### src/pkg/serial_screen_defs.svh
// constants for the serial slave request screening block
`ifndef SERIAL_SCREEN_DEFS_SVH
`define SERIAL_SCREEN_DEFS_SVH

// system clock rate in hertz
`define SCR_CLK_HZ 50000000
// default line rate in baud, a plain choice
`define SCR_BAUD_DEFAULT 9600
// longest legal gap between characters, in bit times
`define SCR_GAP_BITS 24

// accepted function codes
`define SCR_FC_READ 8'h03
`define SCR_FC_LOOP 8'h08
`define SCR_FC_WRITE 8'h10

// broadcast address and the starting registers it may use
`define SCR_BCAST_ADDR 8'h00
`define SCR_BCAST_REG_LO 16'h0001
`define SCR_BCAST_REG_HI 16'h0002

// byte limits for non-consecutive register access
`define SCR_READ_MAX_BYTES 9'h078
`define SCR_WRITE_MAX_BYTES 8'h3c

// error response codes
`define SCR_ERR_NONE 8'h00
`define SCR_ERR_FUNC 8'h01
`define SCR_ERR_REG 8'h02
`define SCR_ERR_COUNT 8'h03
`define SCR_ERR_DATA 8'h21
`define SCR_ERR_MODE 8'h22
`define SCR_ERR_UV 8'h23
`define SCR_ERR_BUSY 8'h24
`define SCR_ERR_NVM 8'h25

`endif

### src/pkg/serial_screen_pkg.sv
// types shared by the serial slave request screening block
package serial_screen_pkg;

    // frame receive state
    typedef enum logic [0:0] {
        RX_IDLE = 1'b0,
        RX_BUSY = 1'b1
    } rx_state_type;

    // kind of the last recorded communication error
    typedef enum logic [1:0] {
        ET_NONE = 2'b00,
        ET_LINK = 2'b01,
        ET_ANSWERED = 2'b10,
        ET_BROADCAST = 2'b11
    } err_type_type;

endpackage

### src/hw/serial_slave_error_screening.sv
// request screening and error reporting for a serial register slave
// Summary of operation
// RL1: non-consecutive read over 120 bytes gives count error
// RL2: non-consecutive write over 60 bytes gives count error
// RL3: out-of-range setting gives code 21
// RL4: run-locked write while running gives 22
// RL5: control fault allows only setup items
// RL6: write to read-only item gives 22
// RL7: undervoltage-locked write gives code 23
// RL8: write during parameter processing gives 24
// RL9: nonvolatile store while disabled gives 25
// RL10: code 25 shows message, drive keeps running
// RL11: link or checksum error discards silently
// RL12: foreign address is ignored silently
// RL13: character gap over 24 bits discards
// RL14: length mismatch discards silently
// RL15: broadcast executes with no reply
// RL16: last error code and type readable
// RL17: unknown function code gives code 01
// RL18: undefined register gives code 02
// RL19: broadcast start not 1 or 2 gives 02
// RL20: checked failure answers with error code
`timescale 1ns/10ps
`include "serial_screen_defs.svh"
module serial_slave_error_screening
    import serial_screen_pkg::*;
#(
    parameter int BAUD_RATE = `SCR_BAUD_DEFAULT,
    parameter int GAP_CYCLES = `SCR_GAP_BITS * (`SCR_CLK_HZ / BAUD_RATE)
) (
    input wire logic clk_sys,
    input wire logic rst,
    // character and frame events from the framing logic
    input wire logic charStrobe,
    input wire logic charError,
    input wire logic frameDone,
    input wire logic crcOk,
    input wire logic lengthOk,
    // decoded frame fields
    input wire logic [7:0] slaveAddr,
    input wire logic [7:0] funcCode,
    input wire logic [15:0] startReg,
    input wire logic [7:0] regCount,
    input wire logic [7:0] byteCount,
    input wire logic nonConsecutive,
    // attributes of the addressed item
    input wire logic regDefined,
    input wire logic regReadOnly,
    input wire logic regRunLocked,
    input wire logic regUvLocked,
    input wire logic regSetupItem,
    input wire logic valueInRange,
    input wire logic nvStoreCmd,
    // drive state
    input wire logic [7:0] nodeAddress,
    input wire logic motorRunning,
    input wire logic controlCircuitFault,
    input wire logic dcBusUndervoltage,
    input wire logic paramBusy,
    input wire logic nvWriteDisabled,
    input wire logic nvWarnAck,
    // answers
    output logic respValid,
    output logic respIsError,
    output logic [7:0] respCode,
    output logic execStrobe,
    output logic discardStrobe,
    output logic [7:0] commErrCode,
    output logic [1:0] commErrType,
    output logic nvWarnMsg
);
    localparam int CNT_W = $clog2(GAP_CYCLES + 2);

    // ====================================================
    // frame tracking state
    rx_state_type state_ff, nxt_state;
    logic charErrSeen_ff, nxt_charErrSeen; // line error seen this frame
    logic gapSeen_ff, nxt_gapSeen; // overlong gap seen this frame
    logic gapOver; // gap timer beyond limit

    // character gap counter
    gap_timer #(.LIMIT(GAP_CYCLES), .CNT_W(CNT_W)) u_gap (
        .clk_sys(clk_sys),
        .rst(rst),
        .charStrobe(charStrobe),
        .frameActive(state_ff == RX_BUSY),
        .gapOver(gapOver)
    );

    // next frame tracking values
    always_comb begin
        nxt_state = state_ff;
        nxt_charErrSeen = charErrSeen_ff;
        nxt_gapSeen = gapSeen_ff;
        unique case (state_ff)
            RX_IDLE: begin
                if (charStrobe && !frameDone) begin
                    nxt_state = RX_BUSY;
                    nxt_charErrSeen = charError;
                end
            end
            RX_BUSY: begin
                if (frameDone) begin
                    // flags were used this cycle, start clean
                    nxt_state = RX_IDLE;
                    nxt_charErrSeen = 1'b0;
                    nxt_gapSeen = 1'b0;
                end else if (charStrobe) begin
                    nxt_charErrSeen = charErrSeen_ff | charError;
                    // RL13 gap check at each character
                    nxt_gapSeen = gapSeen_ff | gapOver;
                end
            end
        endcase
    end

    // register frame tracking
    always_ff @(posedge clk_sys or posedge rst) begin
        if (rst) begin
            state_ff <= RX_IDLE;
            charErrSeen_ff <= 1'b0;
            gapSeen_ff <= 1'b0;
        end else begin
            state_ff <= nxt_state;
            charErrSeen_ff <= nxt_charErrSeen;
            gapSeen_ff <= nxt_gapSeen;
        end
    end

    // ====================================================
    // screening decision
    logic lineBad; // silent-discard cause present
    logic isBcast; // frame sent to every slave
    logic addrHit; // frame for this slave
    logic isWrite; // write function
    logic [8:0] readBytes; // bytes a read would return
    logic [7:0] errCode; // chosen error code

    // a same-cycle character error counts together with the sticky flags
    // RL11 line, framing and checksum errors
    assign lineBad = charErrSeen_ff | (charStrobe & charError) | !crcOk
        // RL13 gap flagged during the frame
        | gapSeen_ff
        // RL14 declared length disagrees
        | !lengthOk;
    // RL12 address compare
    assign isBcast = (slaveAddr == `SCR_BCAST_ADDR);
    assign addrHit = (slaveAddr == nodeAddress) | isBcast;
    assign isWrite = (funcCode == `SCR_FC_WRITE);
    assign readBytes = {regCount, 1'b0};

    // error code in order of precedence
    always_comb begin
        errCode = `SCR_ERR_NONE;
        if (funcCode != `SCR_FC_READ && funcCode != `SCR_FC_LOOP && !isWrite) begin
            // RL17 unknown function
            errCode = `SCR_ERR_FUNC;
        end else if (funcCode == `SCR_FC_LOOP) begin
            errCode = `SCR_ERR_NONE;
        end else if (!regDefined) begin
            // RL18 register not defined
            errCode = `SCR_ERR_REG;
        end else if (isBcast && startReg != `SCR_BCAST_REG_LO
                && startReg != `SCR_BCAST_REG_HI) begin
            // RL19 broadcast start register
            errCode = `SCR_ERR_REG;
        end else if (!isWrite && nonConsecutive && readBytes > `SCR_READ_MAX_BYTES) begin
            // RL1 read size limit
            errCode = `SCR_ERR_COUNT;
        end else if (isWrite && nonConsecutive && byteCount > `SCR_WRITE_MAX_BYTES) begin
            // RL2 write size limit
            errCode = `SCR_ERR_COUNT;
        end else if (isWrite) begin
            if (regReadOnly) begin
                // RL6 read-only item
                errCode = `SCR_ERR_MODE;
            end else if (regRunLocked && motorRunning) begin
                // RL4 locked during run
                errCode = `SCR_ERR_MODE;
            end else if (controlCircuitFault && !regSetupItem) begin
                // RL5 fault allows setup items only
                errCode = `SCR_ERR_MODE;
            end else if (dcBusUndervoltage && regUvLocked) begin
                // RL7 undervoltage lock
                errCode = `SCR_ERR_UV;
            end else if (paramBusy) begin
                // RL8 drive still processing
                errCode = `SCR_ERR_BUSY;
            end else if (nvStoreCmd && nvWriteDisabled) begin
                // RL9 nonvolatile store disabled
                errCode = `SCR_ERR_NVM;
            end else if (!valueInRange) begin
                // RL3 setting out of range
                errCode = `SCR_ERR_DATA;
            end
        end
    end

    // ====================================================
    // answer and monitor registers
    logic respValid_ff, nxt_respValid;
    logic respIsError_ff, nxt_respIsError;
    logic [7:0] respCode_ff, nxt_respCode;
    logic execStrobe_ff, nxt_execStrobe;
    logic discard_ff, nxt_discard;
    logic [7:0] monCode_ff, nxt_monCode;
    err_type_type monType_ff, nxt_monType;
    logic nvWarn_ff, nxt_nvWarn;

    // next answer values, evaluated at frame end
    always_comb begin
        nxt_respValid = 1'b0;
        nxt_respIsError = respIsError_ff;
        nxt_respCode = respCode_ff;
        nxt_execStrobe = 1'b0;
        nxt_discard = 1'b0;
        nxt_monCode = monCode_ff;
        nxt_monType = monType_ff;
        // operator acknowledge clears the message
        nxt_nvWarn = nvWarn_ff & !nvWarnAck;
        if (frameDone) begin
            if (lineBad) begin
                // RL11 drop without reply, keep the cause
                nxt_discard = 1'b1;
                nxt_monType = ET_LINK;
            end else if (!addrHit) begin
                // RL12 not for this slave
                nxt_discard = 1'b1;
            end else if (isBcast) begin
                // RL15 broadcast never answers
                nxt_execStrobe = isWrite && (errCode == `SCR_ERR_NONE);
                if (errCode != `SCR_ERR_NONE) begin
                    nxt_monCode = errCode;
                    nxt_monType = ET_BROADCAST;
                end
            end else begin
                // RL20 normal or error answer
                nxt_respValid = 1'b1;
                nxt_respIsError = (errCode != `SCR_ERR_NONE);
                nxt_respCode = errCode;
                nxt_execStrobe = (errCode == `SCR_ERR_NONE);
                if (errCode != `SCR_ERR_NONE) begin
                    // RL16 keep last code and type
                    nxt_monCode = errCode;
                    nxt_monType = ET_ANSWERED;
                end
            end
            // RL10 message only, the drive runs on
            if (!lineBad && addrHit && errCode == `SCR_ERR_NVM) begin
                nxt_nvWarn = 1'b1;
            end
        end
    end

    // register answers
    always_ff @(posedge clk_sys or posedge rst) begin
        if (rst) begin
            respValid_ff <= 1'b0;
            respIsError_ff <= 1'b0;
            respCode_ff <= `SCR_ERR_NONE;
            execStrobe_ff <= 1'b0;
            discard_ff <= 1'b0;
            monCode_ff <= `SCR_ERR_NONE;
            monType_ff <= ET_NONE;
            nvWarn_ff <= 1'b0;
        end else begin
            respValid_ff <= nxt_respValid;
            respIsError_ff <= nxt_respIsError;
            respCode_ff <= nxt_respCode;
            execStrobe_ff <= nxt_execStrobe;
            discard_ff <= nxt_discard;
            monCode_ff <= nxt_monCode;
            monType_ff <= nxt_monType;
            nvWarn_ff <= nxt_nvWarn;
        end
    end

    // outputs straight from flip-flops
    assign respValid = respValid_ff;
    assign respIsError = respIsError_ff;
    assign respCode = respCode_ff;
    assign execStrobe = execStrobe_ff;
    assign discardStrobe = discard_ff;
    assign commErrCode = monCode_ff;
    assign commErrType = monType_ff;
    assign nvWarnMsg = nvWarn_ff;
endmodule

### src/hw/gap_timer.sv
// counter of clock cycles since the last received character
`timescale 1ns/10ps
module gap_timer #(
    parameter int LIMIT = 125000,
    parameter int CNT_W = 18
) (
    input wire logic clk_sys,
    input wire logic rst,
    input wire logic charStrobe,
    input wire logic frameActive,
    output logic gapOver
);
    // cycles since the last character, saturating above the limit
    logic [CNT_W-1:0] cnt_ff;
    logic [CNT_W-1:0] nxt_cnt;

    // ====================================================
    // next count
    always_comb begin
        nxt_cnt = cnt_ff;
        if (charStrobe || !frameActive) begin
            // restart at every character and outside frames
            nxt_cnt = '0;
        end else if (cnt_ff <= CNT_W'(LIMIT)) begin
            nxt_cnt = cnt_ff + 1'b1;
        end
    end

    // register the count
    always_ff @(posedge clk_sys or posedge rst) begin
        if (rst) begin
            cnt_ff <= '0;
        end else begin
            cnt_ff <= nxt_cnt;
        end
    end

    // gap longer than the limit
    assign gapOver = (cnt_ff > CNT_W'(LIMIT));
endmodule

### config.mk
export PLATFORM = sky130hd
export DESIGN_NAME = serial_slave_error_screening
export DESIGN_NICKNAME = d
export VERILOG_FILES = /design/src/pkg/serial_screen_pkg.sv /design/src/hw/serial_slave_error_screening.sv /design/src/hw/gap_timer.sv
export VERILOG_INCLUDE_DIRS = /design/src /design/src/pkg
export SDC_FILE = /design/constraint.sdc
export NUM_CORES = 1
export LEC_CHECK = 0
export ABC_AREA = 1
export BUFFER_PORTS_ARGS = -buffer_cell sky130_fd_sc_hd__buf_2
export CAP_MARGIN = 20
export CELL_PAD_IN_SITES_DETAIL_PLACEMENT = 1
export CELL_PAD_IN_SITES_GLOBAL_PLACEMENT = 1
export CORE_UTILIZATION = 35
export CTS_BUF_LIST = sky130_fd_sc_hd__clkbuf_4 sky130_fd_sc_hd__clkbuf_8
export DETAILED_ROUTE_END_ITERATION = 12
export PLACE_DENSITY = 0.81
export SLEW_MARGIN = 20
export SYNTH_ARGS = -nofsm -noshare
export SYNTH_HDL_FRONTEND = slang
export SYNTH_HIERARCHICAL = 1
export SYNTH_SLANG_ARGS = --single-unit
### constraint.sdc
create_clock -name clk_sys -period 1.6 [get_ports clk_sys]
set_input_delay 0.16 -clock clk_sys [delete_from_list [all_inputs] [get_ports clk_sys]]
set_output_delay 0.16 -clock clk_sys [all_outputs]
set_load 0.005 [all_outputs]
==> results.json <==
{
  "outcome": "completed",
  "critical_path.slowest_cell": "dfrtp_1",
  "period_share": 0.980,
  "antenna_found_initial": 0,
  "area_growth_pct": 29.9,
  "num_rows": 31,
  "clkTransAtPathRegs_ns": 0.07,
  "cp_num_buf_inv": 1,
  "critPathMaxStageDelay_ns": 0.39,
  "ys_seq_area_frac": 0.321,
  "synth_top_cells_by_area": "dfrtp_1 (32%), nand2_1 (17%), nor2_1 (7.3%)",
  "async_flop_share": 1.00,
  "netlist_area_um2": 2730,
  "die_height_um": 90.2,
  "fin_crit_ns": 1.57,
  "dr.pass1.iters": 4,
  "htreeDepth": 2,
  "cp.required_ns": 1.79,
  "ctsRootBufferMaster": "clkbuf_8",
  "synth_top_cell_by_area": "dfrtp_1",
  "p_leak_nw": 1.83,
  "netlist.area_leader.share": 0.321,
  "ys_dominant_reg_cell": "dfrtp_1",
  "reg2reg_depth": 8,
  "core-area_um2": 7410,
  "drt_iter0_drc": 74,
  "gp_congestion": 0.841,
  "die_area_um2": 8140,
  "crit_family": "simple AND/OR/NAND/NOR gates",
  "worstSetupPathType": "register to register",
  "die_x_um": 90.2,
  "antennaDiodeCount": 0,
  "grt_pass1_wl_mm": 14.4,
  "path_cells": "nor3_1, nand2_1, inv_1, nand2_2, nor2_4, nand2_4, nand2_1, o21ai_2",
  "numCtsBuffers": 5,
  "yosys.area_share.xor_xnor": 0.0289,
  "drc": 0,
  "cp_max_fo": 6,
  "cpMostUsedCell": "nand2_1",
  "yosys_warnings": 6,
  "synth_cell_type_count": 37,
  "clock_skew_ns": 0.00743,
  "max-vdd-ir-drop_uv": 292,
  "worst_hold_path_type": "primary input to register",
  "vias_per_cell": 5.02,
  "rsz0062_at_grt": "true",
  "syn_area_per_cell_um2": 6.83,
  "routed-via-count": 3058,
  "critPathCaptureType": "register",
  "port_buffers": 91,
  "setup-violations-final": 0,
  "syn_inst": 399,
  "drive_gt1_frac": 0.324,
  "cp_num_cells": 8,
  "p_per_area_nw_per_um2": 580,
  "min_path_cells": 2,
  "ys_ff_latch": 35,
  "post_drt_wl_per_cell_um": 14.3,
  "cts_sinks": 35,
  "cts_buffer_depth": 2,
  "maxSlewViolCount": 0,
  "ant_nets": 0,
  "yosys.area_share.adder": 0.00918,
  "hpwl_mm": 6.71,
  "wirelength_mm": 8.74,
  "arrival_ns": 1.76,
  "start_util": 0.368,
  "ios": 100,
  "grtUsageTotal": 0.218,
  "grt_max_degree": 19,
  "synth_edf_count": 0,
  "grt-ovfl-total": 0,
  "startpoint_type": "register",
  "synth-simple-area-share": 0.505,
  "tns_ns": 0,
  "synthMuxAreaShare": 0,
  "fmax_ghz": 0.638,
  "clock_latency_ns": 0.29,
  "hold_viol": 0,
  "nNetsFinal": 588,
  "synth_compound_area_frac": 0.0427,
  "timing.hold.ws_ns": 0.0423,
  "synth_top_family_by_area": "simple AND/OR/NAND/NOR gates",
  "cts_tree": "built",
  "cap_violations": 0,
  "grt_pass1_vias": 3230
}
cells in the final DEF, fill, tap and decap left out, types with 2 or more instances in the layout:
cell	count
nand2_2	8
buf_2	91
nand3_1	31
o21ai_0	4
a21oi_1	4
nand4_1	25
nor3_1	2
clkbuf_8	6
inv_1	38
nor2_4	6
nand3_2	6
nor2_2	10
nand3_4	2
conb_1	8
dfrtp_2	2
inv_2	3
nand2_4	3
buf_4	15
o21ai_1	2
or2_2	2
nand2_1	126
or2_1	2
xnor2_1	5
or2_0	2
xor2_1	4
nor2_1	53
dfrtp_1	33
worst paths after layout:
kind | from | to | slack (ns)
max | gapSeen_ff | commErrCode[5] | 0.03
min | nvWarnAck | nvWarnMsg | 0.04
max reg2reg | gapSeen_ff | commErrCode[5] | 0.03
min reg2reg | commErrCode[2] | commErrCode[2] | 0.48
max in group asynchronous | rst | respCode[1] | 0.94
min in group asynchronous | rst | u_gap/cnt_ff[13] | 0.44
synth_stat cells, types with 2 or more instances:
cell,n
nand2_1,127
nor2_1,53
inv_1,38
dfrtp_1,35
nand3_1,32
nand4_1,25
nor2_2,11
buf_4,8
nand2_2,7
nand3_2,5
nor2_4,5
xnor2_1,5
a21oi_1,4
nand2_4,4
o21ai_0,4
xor2_1,4
inv_2,3
buf_6,2
ha_1,2
nand3_4,2
nor3_1,2
nor4_2,2
o21ai_1,2
or2_0,2
or2_1,2
or2_2,2
kinds of logic after synthesis:
group	count (synthesis)
compound gates	17
xor+xnor	9
other cells	1
flops	35
fa+ha+maj	2
buf+inv	53
simple gates	282
repair_timing:
item                       in CTS  in global routing
setup endpoints to repair       0                 20
hold endpoints to repair       35                  0
hold buffers                    1                  0
gates resized for setup         0                  9
setup buffers                   0                  4
registers in the layout (all words and copies together), names as in the netlist:
signal          count
u_gap/cnt_ff       17
commErrCode         4
respCode            4
commErrType         2
charErrSeen_ff      1
discardStrobe       1
execStrobe          1
gapSeen_ff          1
nvWarnMsg           1
respIsError         1
respValid           1
state_ff            1
layer usage:
| metal | wire length (um) | GRT usage | vias to the layer above |
|---|---|---|---|
| met4 | 325 | 0.114 | 0 |
| met1 | 3380 | 0.229 | 1427 |
| met3 | 433 | 0.0440 | 28 |
| met5 | 0 | 0 | - |
| met2 | 4590 | 0.406 | 118 |
| li1 | - | - | 1485 |
report_power, final:
group | internal, W | switching (W) | leakage (nW)
registers | 0.000899 | 0.0000110 | 0.477
clock network | 0.000504 | 0.000333 | 0.0612
logic | 0.000137 | 0.000170 | 1.29
final cells by class:
cell class              instances  area, um2
multi-input cells             318       1670
repair buffers                108        598
inverters                      41        154
clock buffers                   6       82.6
well taps                      99        124
fillers                      1008       3870
clock inverters                 2       35.0
flip-flops and latches         35        878
through the flow:
stage | std cells | total power (W) | cell area (um2) | setup WS, ns | utilization
final | 609 | 0.00205 | 3540 | 0.0317 | 0.478
after global routing | 609 | 0.00215 | 3540 | -0.0674 | 0.478
after CTS | 605 | 0.00207 | 3450 | 0.0245 | 0.466
after detailed placement | 596 | 0.00122 | 3330 | 0.00684 | 0.449
after global placement | 596 | 0.00121 | 3330 | 0.0877 | 0.449
after floorplan | 406 | 0.00108 | 2750 | 0.149 | -
(Power assumes the default switching activity.)
